--- src/pcs_cfg.svh ---
`ifndef PCS_CFG_SVH
`define PCS_CFG_SVH

// ****************************************
// Configuration double word indices
// ****************************************
`define PCS_IDX_ID       6'h00
`define PCS_IDX_CMDSTAT  6'h01
`define PCS_IDX_CLASS    6'h02
`define PCS_IDX_MISC     6'h03
`define PCS_IDX_BAR0     6'h04
`define PCS_IDX_BAR1     6'h05
`define PCS_IDX_BAR2     6'h06
`define PCS_IDX_BAR3     6'h07
`define PCS_IDX_CIS      6'h0a
`define PCS_IDX_SUBSYS   6'h0b
`define PCS_IDX_ROM      6'h0c
`define PCS_IDX_INTR     6'h0f
`define PCS_IDX_LAST     6'h0f

// ****************************************
// Fixed field values and write masks
// ****************************************
`define PCS_CMD_VAL      16'h0022
`define PCS_STAT_VAL     16'h0000
`define PCS_CLASS_VAL    8'hff
`define PCS_SUBCLASS_VAL 8'h00
`define PCS_PROGIF_VAL   8'h00
`define PCS_INT_PIN_VAL  8'h01
`define PCS_INT_LINE_RST 8'hff
`define PCS_BAR0_MASK    32'hffffff80
`define PCS_BAR12_MASK   32'hffff0000
`define PCS_INTR_MASK    32'h000000ff
`define PCS_ZERO32       32'h00000000

// ****************************************
// Address phase decode
// ****************************************
`define PCS_CMD_CFG_RD   4'ha
`define PCS_CMD_CFG_WR   4'hb
`define PCS_TYPE0        2'h0
`define PCS_FUNC0        3'h0
`define PCS_AD_IDSEL     20
`define PCS_AD_IDX_HI    7
`define PCS_AD_IDX_LO    2
`define PCS_AD_FN_HI     10
`define PCS_AD_FN_LO     8
`define PCS_IDX_STEP     6'h01
`define PCS_IDX_RST      6'h00

`endif

--- src/pcs_pkg.sv ---
package pcs_pkg;
  typedef logic [5:0]  pcs_idx_t;
  typedef logic [31:0] pcs_word_t;
  typedef enum logic [5:0] {
    ST_BUSY    = 6'h01,
    ST_IDLE    = 6'h02,
    ST_RD_WAIT = 6'h04,
    ST_RD_DATA = 6'h08,
    ST_WR_WAIT = 6'h10,
    ST_WR_DONE = 6'h20
  } pcs_state_e;
endpackage

--- src/pcs_reg_if.sv ---
`timescale 1ns/1ns
`default_nettype none
interface pcs_reg_if;
  pcs_pkg::pcs_idx_t  rd_index;
  pcs_pkg::pcs_word_t rdata;
  logic               wr_en;
  pcs_pkg::pcs_idx_t  wr_index;
  pcs_pkg::pcs_word_t wr_data;
  logic [3:0]         wr_be_n;
  modport ctrl (output rd_index, wr_en, wr_index, wr_data, wr_be_n, input rdata);
  modport regs (input rd_index, wr_en, wr_index, wr_data, wr_be_n, output rdata);
endinterface
`default_nettype wire

--- src/pcs_config_target.sv ---
// Notes on behaviour
// - Address line 20 high selects this device
// - Command reads 0x0022, never writable
// - Status reads all zeros, never writable
// - Class byte all ones, sub-class zero
// - First window is 32 double words
// - Second window is 16k double words
// - Third window is 16k double words
// - Fourth window reads zero, read-only
// - Wait in busy while frame is low
// - Take address on first frame-low edge
// - Claim only type 0, function 0, select high
// - Command 1010b reads, 1011b writes
// - Otherwise stay off the bus until idle
// - Decode and branch in the same cycle
// - Read latches address bits 7:2 as index
// - Read data waits for initiator ready
// - Present word with target ready and select
// - Read burst increments index, no wait
// - Write latches index, asserts ready and select
// - Write data waits for initiator ready
// - Only enabled byte lanes are written
// - Write burst increments index or ends
`timescale 1ns/1ns
`default_nettype none
`include "pcs_cfg.svh"
module pcs_config_target (
  input  wire logic        CLK_SYS_IN,
  input  wire logic        RST_N_IN,
  input  wire logic        FRAME_N_IN,
  input  wire logic        IRDY_N_IN,
  input  wire logic [3:0]  CBE_N_IN,
  input  wire logic [31:0] AD_IN,
  output logic      [31:0] AD_OUT,
  output logic             AD_OE_OUT,
  output logic             TRDY_N_OUT,
  output logic             TRDY_N_OE_OUT,
  output logic             DEVSEL_N_OUT,
  output logic             DEVSEL_N_OE_OUT,
  output logic      [31:0] CTRL_BASE_OUT,
  output logic      [31:0] TX_FIFO_BASE_OUT,
  output logic      [31:0] RX_FIFO_BASE_OUT,
  output logic      [7:0]  INT_LINE_OUT
);
  // ****************************************
  // Declarations
  // ****************************************
  pcs_pkg::pcs_state_e state_r;
  pcs_pkg::pcs_state_e state_nxt;
  pcs_pkg::pcs_idx_t   idx_r;
  pcs_pkg::pcs_idx_t   idx_nxt;
  pcs_pkg::pcs_word_t  ad_out_r;
  pcs_pkg::pcs_word_t  ad_out_nxt;

  logic addr_phase;
  logic addr_match;
  logic cfg_rd;
  logic cfg_wr;
  logic in_busy;
  logic in_idle;
  logic in_rd_wait;
  logic in_rd_data;
  logic in_wr_wait;
  logic in_wr_done;
  logic rd_next;
  logic wr_next;
  logic wr_take;
  logic target_drive;

  pcs_reg_if reg_bus ();

  // ****************************************
  // State decode
  // ****************************************
  assign in_busy    = (state_r == pcs_pkg::ST_BUSY);
  assign in_idle    = (state_r == pcs_pkg::ST_IDLE);
  assign in_rd_wait = (state_r == pcs_pkg::ST_RD_WAIT);
  assign in_rd_data = (state_r == pcs_pkg::ST_RD_DATA);
  assign in_wr_wait = (state_r == pcs_pkg::ST_WR_WAIT);
  assign in_wr_done = (state_r == pcs_pkg::ST_WR_DONE);

  // ****************************************
  // Address phase decode
  // ****************************************
  assign addr_phase = in_idle && !FRAME_N_IN;
  assign addr_match = (AD_IN[1:0] == `PCS_TYPE0)
                   && (AD_IN[`PCS_AD_FN_HI:`PCS_AD_FN_LO] == `PCS_FUNC0)
                   && AD_IN[`PCS_AD_IDSEL];
  assign cfg_rd = addr_phase && addr_match && (CBE_N_IN == `PCS_CMD_CFG_RD);
  assign cfg_wr = addr_phase && addr_match && (CBE_N_IN == `PCS_CMD_CFG_WR);

  // Burst continuation and write data capture
  assign rd_next = in_rd_data && !FRAME_N_IN;
  assign wr_next = in_wr_done && !FRAME_N_IN;
  assign wr_take = in_wr_wait && !IRDY_N_IN;

  // ****************************************
  // Next state
  // ****************************************
  always_comb begin
    state_nxt = state_r;
    case (state_r)
      pcs_pkg::ST_BUSY: begin
        if (FRAME_N_IN) state_nxt = pcs_pkg::ST_IDLE;
      end
      pcs_pkg::ST_IDLE: begin
        if (cfg_rd) begin
          state_nxt = pcs_pkg::ST_RD_WAIT;
        end else if (cfg_wr) begin
          state_nxt = pcs_pkg::ST_WR_WAIT;
        end else if (!FRAME_N_IN) begin
          state_nxt = pcs_pkg::ST_BUSY;
        end
      end
      pcs_pkg::ST_RD_WAIT: begin
        if (!IRDY_N_IN) state_nxt = pcs_pkg::ST_RD_DATA;
      end
      pcs_pkg::ST_RD_DATA: begin
        if (FRAME_N_IN) begin
          state_nxt = pcs_pkg::ST_BUSY;
        end else if (!IRDY_N_IN) begin
          state_nxt = pcs_pkg::ST_RD_DATA;
        end else begin
          state_nxt = pcs_pkg::ST_RD_WAIT;
        end
      end
      pcs_pkg::ST_WR_WAIT: begin
        if (wr_take) state_nxt = pcs_pkg::ST_WR_DONE;
      end
      pcs_pkg::ST_WR_DONE: begin
        if (FRAME_N_IN) begin
          state_nxt = pcs_pkg::ST_BUSY;
        end else begin
          state_nxt = pcs_pkg::ST_WR_WAIT;
        end
      end
      default: begin
        state_nxt = pcs_pkg::ST_BUSY;
      end
    endcase
  end

  // ****************************************
  // Register index latch
  // ****************************************
  assign idx_nxt = (cfg_rd || cfg_wr)     ? AD_IN[`PCS_AD_IDX_HI:`PCS_AD_IDX_LO] :
                   (rd_next || wr_next)   ? idx_r + `PCS_IDX_STEP :
                                            idx_r;

  // Read data is fetched for the index that the next state presents
  assign ad_out_nxt = (state_nxt == pcs_pkg::ST_RD_DATA) ? reg_bus.rdata : ad_out_r;

  always_ff @(posedge CLK_SYS_IN) begin
    if (!RST_N_IN) begin
      state_r  <= pcs_pkg::ST_BUSY;
      idx_r    <= `PCS_IDX_RST;
      ad_out_r <= `PCS_ZERO32;
    end else begin
      state_r  <= state_nxt;
      idx_r    <= idx_nxt;
      ad_out_r <= ad_out_nxt;
    end
  end

  // ****************************************
  // Register file port
  // ****************************************
  assign reg_bus.rd_index = idx_nxt;
  assign reg_bus.wr_en    = wr_take;
  assign reg_bus.wr_index = idx_r;
  assign reg_bus.wr_data  = AD_IN;
  assign reg_bus.wr_be_n  = CBE_N_IN;

  pcs_cfg_regs u_regs (
    .clk_in        (CLK_SYS_IN),
    .rst_n_in      (RST_N_IN),
    .bus           (reg_bus.regs),
    .ctrl_base_out (CTRL_BASE_OUT),
    .tx_base_out   (TX_FIFO_BASE_OUT),
    .rx_base_out   (RX_FIFO_BASE_OUT),
    .int_line_out  (INT_LINE_OUT)
  );

  // ****************************************
  // Bus drivers
  // ****************************************
  assign target_drive    = in_rd_data || in_wr_wait || in_wr_done;
  assign AD_OUT          = ad_out_r;
  assign AD_OE_OUT       = in_rd_data;
  assign TRDY_N_OUT      = !(in_rd_data || in_wr_wait);
  assign TRDY_N_OE_OUT   = target_drive;
  assign DEVSEL_N_OUT    = !(in_rd_data || in_wr_wait);
  assign DEVSEL_N_OE_OUT = target_drive;
endmodule
`default_nettype wire

--- src/pcs_cfg_regs.sv ---
`timescale 1ns/1ns
`default_nettype none
`include "pcs_cfg.svh"
module pcs_cfg_regs #(
  parameter logic [15:0] VENDOR_CODE = 16'h5a17, // Arbitrary value
  parameter logic [15:0] DEVICE_CODE = 16'h3c6e, // Arbitrary value
  parameter logic [7:0]  REV_CODE    = 8'h2d,    // Arbitrary value
  parameter logic [15:0] SUBSYS_CODE = 16'h71b4, // Arbitrary value
  parameter logic [15:0] SUBVEN_CODE = 16'h6e29  // Arbitrary value
) (
  input  wire logic       clk_in,
  input  wire logic       rst_n_in,
  pcs_reg_if.regs         bus,
  output logic [31:0]     ctrl_base_out,
  output logic [31:0]     tx_base_out,
  output logic [31:0]     rx_base_out,
  output logic [7:0]      int_line_out
);
  // ****************************************
  // Byte lane merge
  // ****************************************
  function automatic pcs_pkg::pcs_word_t pcs_merge(input pcs_pkg::pcs_word_t old_w,
                                                   input pcs_pkg::pcs_word_t new_w,
                                                   input logic [3:0] be_n,
                                                   input pcs_pkg::pcs_word_t mask);
    pcs_pkg::pcs_word_t res;
    res = old_w;
    for (int b = 0; b < 4; b++) begin
      if (!be_n[b]) res[b*8 +: 8] = new_w[b*8 +: 8];
    end
    return res & mask;
  endfunction

  pcs_pkg::pcs_word_t bar0_r;
  pcs_pkg::pcs_word_t bar1_r;
  pcs_pkg::pcs_word_t bar2_r;
  logic [7:0]         int_line_r;
  pcs_pkg::pcs_idx_t  ri;
  pcs_pkg::pcs_word_t intr_w;

  // ****************************************
  // Writable fields
  // ****************************************
  always_ff @(posedge clk_in) begin
    if (!rst_n_in) begin
      bar0_r     <= `PCS_ZERO32;
      bar1_r     <= `PCS_ZERO32;
      bar2_r     <= `PCS_ZERO32;
      int_line_r <= `PCS_INT_LINE_RST;
    end else if (bus.wr_en) begin
      if (bus.wr_index == `PCS_IDX_BAR0) begin
        bar0_r <= pcs_merge(bar0_r, bus.wr_data, bus.wr_be_n, `PCS_BAR0_MASK);
      end else if (bus.wr_index == `PCS_IDX_BAR1) begin
        bar1_r <= pcs_merge(bar1_r, bus.wr_data, bus.wr_be_n, `PCS_BAR12_MASK);
      end else if (bus.wr_index == `PCS_IDX_BAR2) begin
        bar2_r <= pcs_merge(bar2_r, bus.wr_data, bus.wr_be_n, `PCS_BAR12_MASK);
      end else if (bus.wr_index == `PCS_IDX_INTR) begin
        int_line_r <= intr_w[7:0];
      end
    end
  end

  assign intr_w = pcs_merge({24'h000000, int_line_r}, bus.wr_data, bus.wr_be_n,
                            `PCS_INTR_MASK);

  // ****************************************
  // Read selection
  // ****************************************
  assign ri = bus.rd_index;
  assign bus.rdata =
    (ri == `PCS_IDX_ID)      ? {DEVICE_CODE, VENDOR_CODE} :
    (ri == `PCS_IDX_CMDSTAT) ? {`PCS_STAT_VAL, `PCS_CMD_VAL} :
    (ri == `PCS_IDX_CLASS)   ? {`PCS_CLASS_VAL, `PCS_SUBCLASS_VAL, `PCS_PROGIF_VAL,
                                REV_CODE} :
    (ri == `PCS_IDX_BAR0)    ? bar0_r :
    (ri == `PCS_IDX_BAR1)    ? bar1_r :
    (ri == `PCS_IDX_BAR2)    ? bar2_r :
    (ri == `PCS_IDX_SUBSYS)  ? {SUBSYS_CODE, SUBVEN_CODE} :
    (ri == `PCS_IDX_INTR)    ? {16'h0000, `PCS_INT_PIN_VAL, int_line_r} :
                               `PCS_ZERO32;

  assign ctrl_base_out = bar0_r;
  assign tx_base_out   = bar1_r;
  assign rx_base_out   = bar2_r;
  assign int_line_out  = int_line_r;
endmodule
`default_nettype wire

--- config.mk ---
export PLATFORM = sky130hd
export DESIGN_NAME = pcs_config_target
export DESIGN_NICKNAME = d
export VERILOG_FILES = /design/src/pcs_pkg.sv /design/src/pcs_reg_if.sv /design/src/pcs_config_target.sv /design/src/pcs_cfg_regs.sv
export VERILOG_INCLUDE_DIRS = /design/src
export SDC_FILE = /design/constraint.sdc
export NUM_CORES = 1
export LEC_CHECK = 0
export BUFFER_PORTS_ARGS = -buffer_cell sky130_fd_sc_hd__buf_2
export CAP_MARGIN = 30
export CELL_PAD_IN_SITES_DETAIL_PLACEMENT = 1
export CELL_PAD_IN_SITES_GLOBAL_PLACEMENT = 1
export CORE_MARGIN = 3
export CORE_UTILIZATION = 39
export CTS_BUF_LIST = sky130_fd_sc_hd__clkbuf_16
export DETAILED_ROUTE_END_ITERATION = 7
export PLACE_DENSITY = 0.84
export SLEW_MARGIN = 10
export SYNTH_ARGS = -nofsm -noshare
export SYNTH_HDL_FRONTEND = slang
export SYNTH_SLANG_ARGS = --single-unit
--- constraint.sdc ---
create_clock -name CLK_SYS_IN -period 9.07 [get_ports CLK_SYS_IN]
set_input_delay 2.721 -clock CLK_SYS_IN [delete_from_list [all_inputs] [get_ports CLK_SYS_IN]]
set_output_delay 2.721 -clock CLK_SYS_IN [all_outputs]
set_load 0.05 [all_outputs]
==> results of run 1 <==
[final cells by class]
cell class / instances / area (um^2) / share of cell area (%)
Clock buffer: 9 / 225 / 3.68
Multi-Input combinational cell: 489 / 2690 / 44.0
Timing Repair Buffer: 146 / 743 / 12.1
Sequential cell: 109 / 2180 / 35.6
Clock inverter: 6 / 32.5 / 0.531
Tap cell: 172 / 215 / 3.51
Inverter: 9 / 33.8 / 0.551
[registers in the layout (all words and copies together) (netlist names)]
name / count
state_r: 6
u_regs.ctrl_base_out: 25
u_regs.int_line_out: 8
u_regs.rx_base_out: 16
idx_r: 6
AD_OUT: 32
u_regs.tx_base_out: 16
[worst paths after layout]
kind                        endpoint  slack [ps]  cells after the start
min reg2reg  AD_OUT[10]$_SDFFE_PN0N_         460                      2
max          AD_OUT[28]$_SDFFE_PN0N_        3220                      9
max reg2reg  AD_OUT[28]$_SDFFE_PN0N_        5450                      8
min          AD_OUT[10]$_SDFFE_PN0N_         460                      2
[cell families after synthesis]
kind of cell | count (synthesis) | synth area share [%]
other cells | 1 | 0.0717
mux | 28 | 5.41
compound gates | 149 | 17.8
fa+ha+maj | 4 | 0.957
simple gates | 260 | 23.0
flops | 109 | 41.7
buf+inv | 82 | 9.59
xor+xnor | 9 | 1.51
[power breakdown]
part	internal (uW)	switching [uW]	leakage (uW)
Clock	182	178	0.000128
Sequential	479	2.54	0.000878
Combinational	11.3	57.3	0.00157
Total	672	237	0.00258
[critical path, stage by stage]
cell     delay, ps
buf_2          110
or4b_1         580
nor4b_2        340
nand2_1        380
o32ai_1        660
nand2_1        180
nor2_1         720
a22oi_1        170
a31oi_1        250
[routing by layer]
layer	track usage [%]	vias to the layer above	part of all wire, %
met5	0	-	0
met4	10.5	0	3.0
met3	5.29	37	6.3
met2	41.4	187	50
met1	29.3	2505	41
li1	-	2353	-
[synthesized netlist by cell type, types with 5 or more instances]
| cell | count | area, um^2 |
|---|---|---|
| a21oi_1 | 67 | 335 |
| a221oi_1 | 5 | 43.8 |
| a22oi_1 | 10 | 75.1 |
| and2_1 | 5 | 31.3 |
| buf_2 | 8 | 40.0 |
| buf_4 | 42 | 315 |
| clkbuf_1 | 20 | 75.1 |
| dfxtp_1 | 109 | 2180 |
| inv_1 | 9 | 33.8 |
| mux2i_1 | 26 | 260 |
| nand2_1 | 149 | 559 |
| nand2b_1 | 5 | 31.3 |
| nand3_1 | 8 | 40.0 |
| nor2_1 | 53 | 199 |
| nor4_1 | 5 | 31.3 |
| o21ai_0 | 31 | 155 |
| o21ai_1 | 9 | 45.0 |
| or2_2 | 7 | 43.8 |
| xnor2_1 | 5 | 43.8 |
[metrics by stage]
stage               total power (uW)  instance area [um^2]
finish                           910                  6130
global route                     938                  6130
CTS                              917                  6130
detailed placement               560                  5870
global placement                 559                  5860
floorplan                        554                  5370
==> results.py, run 1 <==
metrics = {
    "status": {
        "status": "completed",
    },
    "clock_tree": {
        "postCtsHoldBufs": 0,
        "htreeDepth": 3,
        "cts_buffer_depth": 2,
        "clkTransAtPathRegs_ps": 70,
        "numCtsBuffers": 9,
        "cts-root-buf": "clkbuf_16",
        "clk_latency_ps": 360,
        "postCtsResizedCells": 0,
        "cts_sinks": 109,
        "cts_tree": "yes",
        "post_cts_buffers": 0,
    },
    "final_layout": {
        "nets": 808,
        "n_fill_cell": 1649,
        "areaGrowthSynthToFinish_pct": 17.1,
        "final_cells": 940,
        "antenna-diode-count": 0,
        "layout_common_cells": "nand2_1, buf_2, dfxtp_1",
        "final_util_pct": 47.6,
        "drive_above_1_share_pct": 24.2,
        "final_common_cell": "nand2_1",
    },
    "worst_hold_path": {
        "hold_path_class": "register to register",
        "min_from": "AD_OUT[10]$_SDFFE_PN0N_",
    },
    "setup_path": {
        "r2r_start": "state_r[2]$_SDFF_PN0_",
        "cp_max_fo": 11,
        "cp.arrival_ps": 6130,
        "required_ps": 9350,
        "timing_worst_setup_path_type": "input port to register",
        "end_kind": "register",
        "worstSetupStartpointType": "input port",
        "startpoint": "AD_IN[9]",
    },
    "routing": {
        "drt-initial-drc-count": 314,
        "drc_errors": 0,
        "wire_per_inst_um": 19.2,
        "wl_um": 18100,
        "num_vias": 5082,
        "dr.pass1.iters": 4,
        "ant_nets": 0,
        "via_per_inst": 5.41,
    },
    "timing": {
        "period_share_pct": 64.5,
        "rsz0062_at_grt": "no",
        "finalHoldWorstSlack_ps": 463,
        "relSlewSlack_pct": 37.4,
        "max_freq_mhz": 171,
        "post-route-min-period_ps": 5850,
        "finalSetupViolations": 0,
        "clock_skew_ps": 5.43,
        "finalHoldViolations": 0,
        "setup_ws_ps": 3220,
        "worst_pin_slew_ps": 934,
        "final_max_slew_viol_count": 0,
        "finalSetupTns_ps": 0,
    },
    "yosys": {
        "synthFlopType": "dfxtp_1",
        "yosysSeqAreaShare_pct": 41.7,
        "synth_edf_count": 0,
        "yosys_warnings": 0,
        "ys_ff_latch": 109,
        "avgSynthCellArea_um2": 8.15,
        "synthCells": 642,
        "netlist_area_um2": 5230,
        "synth_cell_types": 65,
        "synth-async-reset-ratio_pct": 0,
    },
    "die": {
        "die_h_um": 122,
        "core_um2": 12900,
        "fp.dieArea_um2": 14800,
        "core.rowCount": 41,
        "start_util_pct": 40.6,
        "die_w_um": 122,
        "pin_count": 181,
    },
    "power_and_ir_drop": {
        "powerDensity_nw_per_um2": 149,
        "vdd_ir_drop_max_mv": 0.0851,
        "total_leakage_power_uw": 0.00258,
    },
    "global_routing": {
        "track_usage_pct": 24.2,
        "grt_pass1_wl_um": 27800,
        "grt_max_degree": 48,
        "grt_antenna_before_repair": 0,
        "grt_pass1_vias": 5325,
        "grt_overflow": 0,
    },
    "place": {
        "place_hpwl_um": 13800,
        "portBuffers": 141,
        "place.gp.congestion": 0.863,
        "placed_cells_incl_taps": 925,
        "place_ws_ps": 2830,
    },
    "job": {
        "cap_violations": 0,
    },
}
Power figures use the tool's default switching activity.
==> run 2, diff against run 1 <==
--- a/config.mk
+++ b/config.mk
@@ -6,15 +6,16 @@
 export SDC_FILE = /design/constraint.sdc
 export NUM_CORES = 1
 export LEC_CHECK = 0
+export ABC_AREA = 1
 export BUFFER_PORTS_ARGS = -buffer_cell sky130_fd_sc_hd__buf_2
 export CAP_MARGIN = 30
 export CELL_PAD_IN_SITES_DETAIL_PLACEMENT = 1
 export CELL_PAD_IN_SITES_GLOBAL_PLACEMENT = 1
 export CORE_MARGIN = 3
-export CORE_UTILIZATION = 39
+export CORE_UTILIZATION = 32
 export CTS_BUF_LIST = sky130_fd_sc_hd__clkbuf_16
 export DETAILED_ROUTE_END_ITERATION = 7
-export PLACE_DENSITY = 0.84
+export PLACE_DENSITY = 0.75
 export SLEW_MARGIN = 10
 export SYNTH_ARGS = -nofsm -noshare
 export SYNTH_HDL_FRONTEND = slang
==> constraint.sdc (replaced) <==
create_clock -name CLK_SYS_IN -period 5.25 [get_ports CLK_SYS_IN]
set_input_delay 1.575 -clock CLK_SYS_IN [delete_from_list [all_inputs] [get_ports CLK_SYS_IN]]
set_output_delay 1.575 -clock CLK_SYS_IN [all_outputs]
set_load 0.05 [all_outputs]
==> results.py, run 2 <==
metrics = {
    "setup_path": {
        "timing_worst_setup_path_type": "input port to register",
        "cpPeakStageDelay_ps": 840,
        "startpoint": "FRAME_N_IN",
        "end_kind": "register",
        "required_ps": 5510,
        "r2r-end": "u_regs.rx_base_out[18]$_SDFFE_PN0P_",
        "r2r_start": "state_r[1]$_SDFF_PN0_",
        "crit_end": "AD_OUT[27]$_SDFFE_PN0N_",
        "worstSetupStartpointType": "input port",
        "cp.arrival_ps": 3920,
        "cp_cell_sequence": "buf_2 -> inv_2 -> nand4_1 -> a21oi_2 -> clkinv_1 -> a21oi_2 -> nand4_1 -> nand2_1 -> inv_1",
        "ff2ff_path_depth": 10,
        "cp_max_fo": 17,
        "r2r_slack_ps": 2510,
        "cp_slowest_cell": "a21oi_2",
    },
    "yosys": {
        "yosysTopAreaCell": "dfxtp_1",
        "netlist_area_um2": 5280,
        "yosys-top-cells-area": "dfxtp_1, nand2_1, nor2_1, o21ai_0, buf_4",
        "yosys_warnings": 0,
        "synthCells": 749,
        "synth_commonest_cells": "nand2_1, dfxtp_1, nor2_1",
        "synthFlopType": "dfxtp_1",
        "synth_most_common_cell": "nand2_1",
        "yosysSeqAreaShare_pct": 41.3,
        "synth_cell_types": 33,
        "synth-async-reset-ratio_pct": 0,
        "synth_top_cell_area_share_pct": 41.3,
        "synth_edf_count": 0,
        "ys_ff_latch": 109,
        "avgSynthCellArea_um2": 7.05,
    },
    "clock_tree": {
        "cts_buffer_depth": 2,
        "clkTransAtPathRegs_ps": 70,
        "numCtsBuffers": 9,
        "clk_latency_ps": 350,
        "htreeDepth": 3,
        "post_cts_buffers": 0,
        "cts-root-buf": "clkbuf_16",
        "postCtsHoldBufs": 0,
        "cts_tree": "yes",
        "postCtsResizedCells": 0,
        "cts_sinks": 109,
    },
    "timing": {
        "finalHoldViolations": 0,
        "relSlewSlack_pct": 40.4,
        "clock_skew_ps": 10.1,
        "max_freq_mhz": 273,
        "finalSetupViolations": 0,
        "final_max_slew_viol_count": 0,
        "rsz0062_at_grt": "no",
        "post-route-min-period_ps": 3660,
        "period_share_pct": 69.8,
        "worst_pin_slew_ps": 895,
        "setup_ws_ps": 1590,
        "finalSetupTns_ps": 0,
    },
    "final_layout": {
        "drive_above_1_share_pct": 22.2,
        "areaGrowthSynthToFinish_pct": 19.1,
        "final_cells": 1099,
        "antenna-diode-count": 0,
        "final_common_cell": "buf_2",
        "largest_reg_flops": 32,
        "final_util_pct": 39.3,
        "layout_common_cells": "buf_2, nand2_1, dfxtp_1",
        "nets": 922,
    },
    "die": {
        "die_w_um": 135,
        "core_um2": 16000,
        "pin_count": 181,
        "start_util_pct": 33.0,
        "fp.dieArea_um2": 18100,
        "core.rowCount": 46,
        "die_h_um": 135,
    },
    "routing": {
        "ant_nets": 0,
        "dr.pass1.iters": 4,
        "drt-initial-drc-count": 243,
        "drc_errors": 0,
        "via_per_inst": 4.83,
        "wl_um": 18600,
        "wire_per_inst_um": 16.9,
        "num_vias": 5308,
    },
    "global_routing": {
        "track_usage_pct": 20.5,
        "grt_antenna_before_repair": 0,
        "grt_pass1_vias": 5346,
        "grt_overflow": 0,
        "grt_max_degree": 68,
        "grt_pass1_wl_um": 29100,
    },
    "power_and_ir_drop": {
        "seqPwrFrac_pct": 52.5,
        "powerDensity_nw_per_um2": 251,
        "switching_share_pct": 26.3,
        "p_sw_uw": 416,
        "internal_power_uw": 1160,
        "power_frac_clock_pct": 40.1,
        "p_total_uw": 1580,
        "vdd_ir_drop_max_mv": 0.120,
        "p_comb_share_pct": 7.4,
        "total_leakage_power_uw": 0.00307,
    },
    "status": {
        "status": "completed",
    },
    "job": {
        "cap_violations": 0,
    },
    "worst_hold_path": {
        "hold_path_class": "register to register",
    },
    "place": {
        "place_hpwl_um": 14100,
        "placed_cells_incl_taps": 1082,
        "place.gp.congestion": 0.821,
        "place_ws_ps": 1250,
        "portBuffers": 141,
    },
}
==> run 2: changes by cell type after synthesis, sizes merged, moves of 6 or more <==
cell,before,now
inv,9,80
nor2,55,106
nand3,8,57
o21ai,42,72
mux2i,26,0
nand4,2,19
a21oi,69,56
a22oi,11,0
o211ai,1,9
or2,7,0
or4,6,0
==> run 2: power by group through the flow <==
stage | registers (uW) | logic, uW | clock network [uW]
after floorplan | 848 | 108 | 0
after global placement | 848 | 116 | 0
after detailed placement | 849 | 116 | 0
after CTS | 829 | 117 | 646
after global routing | 829 | 125 | 679
final | 829 | 117 | 634
==> run 2: cells by family after synthesis <==
kind of cell | after synthesis | share of synthesized area (%)
compound gates | 144 | 14.4
simple gates | 341 | 29.3
other cells | 1 | 0.0710
fa+ha+maj | 4 | 0.947
flops | 109 | 41.3
xor+xnor | 1 | 0.166
buf+inv | 149 | 13.8
==> run 2: final cells by class <==
type                            instances  area [um^2]
Clock buffer                            9          225
Clock inverter                          7         43.8
Fill cell                            2155         9710
Inverter                               82          308
Multi-Input combinational cell        529         2520
Sequential cell                       109         2180
Tap cell                              216          270
Timing Repair Buffer                  147          748
==> run 2: stage by stage <==
step,area (um^2),hold WS [ps]
after global routing,6290,488
after CTS,6290,469
final,6290,464
after detailed placement,6020,458
after global placement,6020,453
after floorplan,5430,600
==> run 2: worst max-delay path, delay by kind of cell <==
family,cells,cell delay (ps)
buf+inv,4,740
simple gates,3,530
compound gates,2,1060
==> run 2: routing by layer <==
| metal | wire, um | part of all wire, % | global-route usage, % | vias to the layer above |
|---|---|---|---|---|
| li1 | - | - | - | 2627 |
| met3 | 1060 | 5.7 | 4.73 | 9 |
| met4 | 135 | 0.73 | 4.13 | 0 |
| met2 | 9120 | 49 | 34.8 | 148 |
| met1 | 8280 | 45 | 26.9 | 2524 |
| met5 | 0 | 0 | 0 | - |
==> run 2: worst min path at each step <==
stage	start	depth (start not counted)	slack [ps]	end
3_5_place_dp	AD_OUT[24]$_SDFFE_PN0N_	2	460	AD_OUT[24]$_SDFFE_PN0N_
6_report	AD_OUT[25]$_SDFFE_PN0N_	2	460	AD_OUT[25]$_SDFFE_PN0N_
4_1_cts	AD_OUT[24]$_SDFFE_PN0N_	2	470	AD_OUT[24]$_SDFFE_PN0N_
3_3_place_gp	AD_OUT[10]$_SDFFE_PN0N_	2	450	AD_OUT[10]$_SDFFE_PN0N_
2_1_floorplan	idx_r[4]$_SDFF_PN0_	4	600	idx_r[4]$_SDFF_PN0_
5_1_grt	AD_OUT[25]$_SDFFE_PN0N_	2	490	AD_OUT[25]$_SDFFE_PN0N_
==> run 3, diff against run 2 <==
--- a/config.mk
+++ b/config.mk
@@ -6,16 +6,16 @@
 export SDC_FILE = /design/constraint.sdc
 export NUM_CORES = 1
 export LEC_CHECK = 0
-export ABC_AREA = 1
+export ABC_AREA = 0
 export BUFFER_PORTS_ARGS = -buffer_cell sky130_fd_sc_hd__buf_2
 export CAP_MARGIN = 30
 export CELL_PAD_IN_SITES_DETAIL_PLACEMENT = 1
 export CELL_PAD_IN_SITES_GLOBAL_PLACEMENT = 1
 export CORE_MARGIN = 3
-export CORE_UTILIZATION = 32
+export CORE_UTILIZATION = 36
 export CTS_BUF_LIST = sky130_fd_sc_hd__clkbuf_16
 export DETAILED_ROUTE_END_ITERATION = 7
-export PLACE_DENSITY = 0.75
+export PLACE_DENSITY = 0.78
 export SLEW_MARGIN = 10
 export SYNTH_ARGS = -nofsm -noshare
 export SYNTH_HDL_FRONTEND = slang
==> constraint.sdc (replaced) <==
create_clock -name CLK_SYS_IN -period 3.5 [get_ports CLK_SYS_IN]
set_input_delay 1.05 -clock CLK_SYS_IN [delete_from_list [all_inputs] [get_ports CLK_SYS_IN]]
set_output_delay 1.05 -clock CLK_SYS_IN [all_outputs]
set_load 0.05 [all_outputs]
==> results.py, run 3 (synthesis gave the netlist of run 1 again) <==
metrics = {
    "final_layout": {
        "drive_above_1_share_pct": 29.5,
        "nets": 854,
        "antenna-diode-count": 0,
        "layout_common_cells": "nand2_1, buf_2, dfxtp_1",
        "largest_reg_flops": 32,
        "final_common_cell": "nand2_1",
        "areaGrowthSynthToFinish_pct": 25.8,
    },
    "power_and_ir_drop": {
        "total_leakage_power_uw": 0.00284,
        "powerDensity_nw_per_um2": 361,
        "vdd_ir_drop_max_mv": 0.216,
    },
    "timing": {
        "relSlewSlack_pct": 48.4,
        "finalHoldViolations": 0,
        "post-route-min-period_ps": 3360,
        "finalSetupTns_ps": 0,
        "period_share_pct": 96.0,
        "max_freq_mhz": 297,
        "final_max_slew_viol_count": 0,
        "clock_skew_ps": 4.40,
        "rsz0062_at_grt": "no",
        "finalSetupViolations": 0,
        "worst_pin_slew_ps": 772,
        "setup_ws_ps": 139,
    },
    "global_routing": {
        "grt_antenna_before_repair": 0,
        "track_usage_pct": 22.6,
        "grt_max_degree": 36,
        "grt_overflow": 0,
        "grt_pass1_vias": 5330,
        "grt_pass1_wl_um": 28700,
    },
    "setup_path": {
        "cp_slowest_cell": "or4_1",
        "r2r-end": "AD_OUT[23]$_SDFFE_PN0N_",
        "cp_max_fo": 5,
        "cpPeakStageDelay_ps": 620,
        "cp.arrival_ps": 3600,
        "crit_end": "AD_OUT[30]$_SDFFE_PN0N_",
        "ff2ff_path_depth": 8,
        "startpoint": "AD_IN[0]",
        "r2r_slack_ps": 380,
        "required_ps": 3740,
        "cp_cell_sequence": "buf_2 -> or4b_1 -> or4_1 -> buf_4 -> nand2_1 -> o21ai_4 -> buf_4 -> nor3b_2 -> buf_4 -> a221oi_1 -> o21ai_1",
        "worstSetupStartpointType": "input port",
        "path_common_cell": "buf_4",
        "end_kind": "register",
        "r2r_start": "state_r[1]$_SDFF_PN0_",
        "timing_worst_setup_path_type": "input port to register",
    },
    "clock_tree": {
        "cts_sinks": 109,
        "numCtsBuffers": 9,
        "cts_buffer_depth": 2,
        "cts-root-buf": "clkbuf_16",
        "clkTransAtPathRegs_ps": 70,
        "clk_latency_ps": 350,
        "cts_tree": "yes",
        "postCtsHoldBufs": 0,
        "htreeDepth": 3,
    },
    "routing": {
        "wire_per_inst_um": 18.5,
        "via_per_inst": 5.21,
        "drt-initial-drc-count": 324,
        "drc_errors": 0,
        "ant_nets": 0,
        "dr.pass1.iters": 4,
        "wl_um": 18400,
        "num_vias": 5179,
    },
    "die": {
        "core.rowCount": 43,
        "start_util_pct": 37.3,
        "core_um2": 14000,
        "fp.dieArea_um2": 16000,
        "die_h_um": 127,
        "die_w_um": 127,
        "pin_count": 181,
    },
    "worst_hold_path": {
        "hold_path_class": "register to register",
    },
    "job": {
        "cap_violations": 0,
    },
    "place": {
        "place_ws_ps": -323,
        "place.gp.congestion": 0.869,
        "place_hpwl_um": 14100,
        "portBuffers": 141,
    },
    "status": {
        "status": "completed",
    },
}
==> run 3: changes by cell type in the layout (fill, tap and decap cells not counted), moves of 10 or more <==
cell	previous run	this run
a21oi_1	54	67
a22oi_1	0	10
buf_4	5	48
inv_1	71	10
mux2i_1	0	25
nand2_1	134	148
nand3_1	57	8
nand4_1	19	2
nor2_1	96	53
o21ai_0	65	30
==> run 3: worst min-delay path by stage <==
| stage | start | end | cells after the start |
|---|---|---|---|
| floorplan | state_r[4]$_SDFF_PN0_ | state_r[5]$_SDFF_PN0_ | 2 |
| global placement | AD_OUT[30]$_SDFFE_PN0N_ | AD_OUT[30]$_SDFFE_PN0N_ | 2 |
| detailed placement | AD_OUT[8]$_SDFFE_PN0N_ | AD_OUT[8]$_SDFFE_PN0N_ | 2 |
| CTS | AD_OUT[8]$_SDFFE_PN0N_ | AD_OUT[8]$_SDFFE_PN0N_ | 2 |
| global route | u_regs.ctrl_base_out[17]$_SDFFE_PN0P_ | u_regs.ctrl_base_out[17]$_SDFFE_PN0P_ | 2 |
| finish | AD_OUT[8]$_SDFFE_PN0N_ | AD_OUT[8]$_SDFFE_PN0N_ | 2 |
==> run 3: critical path, delay by kind of cell <==
kind	cells	cell delay, ps
AOI/OAI and AO/OA	3	440
buffers and inverters	4	610
and+or+nand+nor	4	1500
==> run 3: through the flow <==
step | power, uW | hold slack [ps] | cell area, um^2 | instances | util (%)
floorplan | 1440 | 546 | 5400 | 680 | -
global route | 2450 | 495 | 6580 | 994 | 46.9
detailed placement | 1460 | 458 | 6270 | 977 | 44.6
finish | 2370 | 467 | 6580 | 994 | 46.9
global placement | 1460 | 436 | 6270 | 977 | 44.6
CTS | 2390 | 467 | 6540 | 992 | 46.5
==> run 3: routing by layer <==
metal / wire length [um] / part of all wire (%) / track usage, %
met1: 8040 / 44 / 29.3
met2: 8730 / 48 / 37.2
met3: 1250 / 6.8 / 5.09
met4: 352 / 1.9 / 7.32
met5: 0 / 0 / 0
==> run 3: power breakdown <==
group	internal [uW]	leakage (uW)	switching, uW	total, uW
Clock	473	0.000134	463	936
Sequential	1240	0.000878	7.85	1250
Combinational	35.4	0.00183	152	187
==> run 3: timing repair <==
item,4_1_cts,5_1_grt
pin swaps,0,4
buffers inserted,0,2
setup endpoints to repair,1,31
gates resized for setup,1,7
==> run 3: final cells by class <==
type,count,area (um^2)
Clock inverter,6,33.8
Tap cell,180,225
Multi-Input combinational cell,489,2750
Sequential cell,109,2180
Timing Repair Buffer,192,1130
Inverter,9,33.8
Clock buffer,9,225
Fill cell,1757,7460
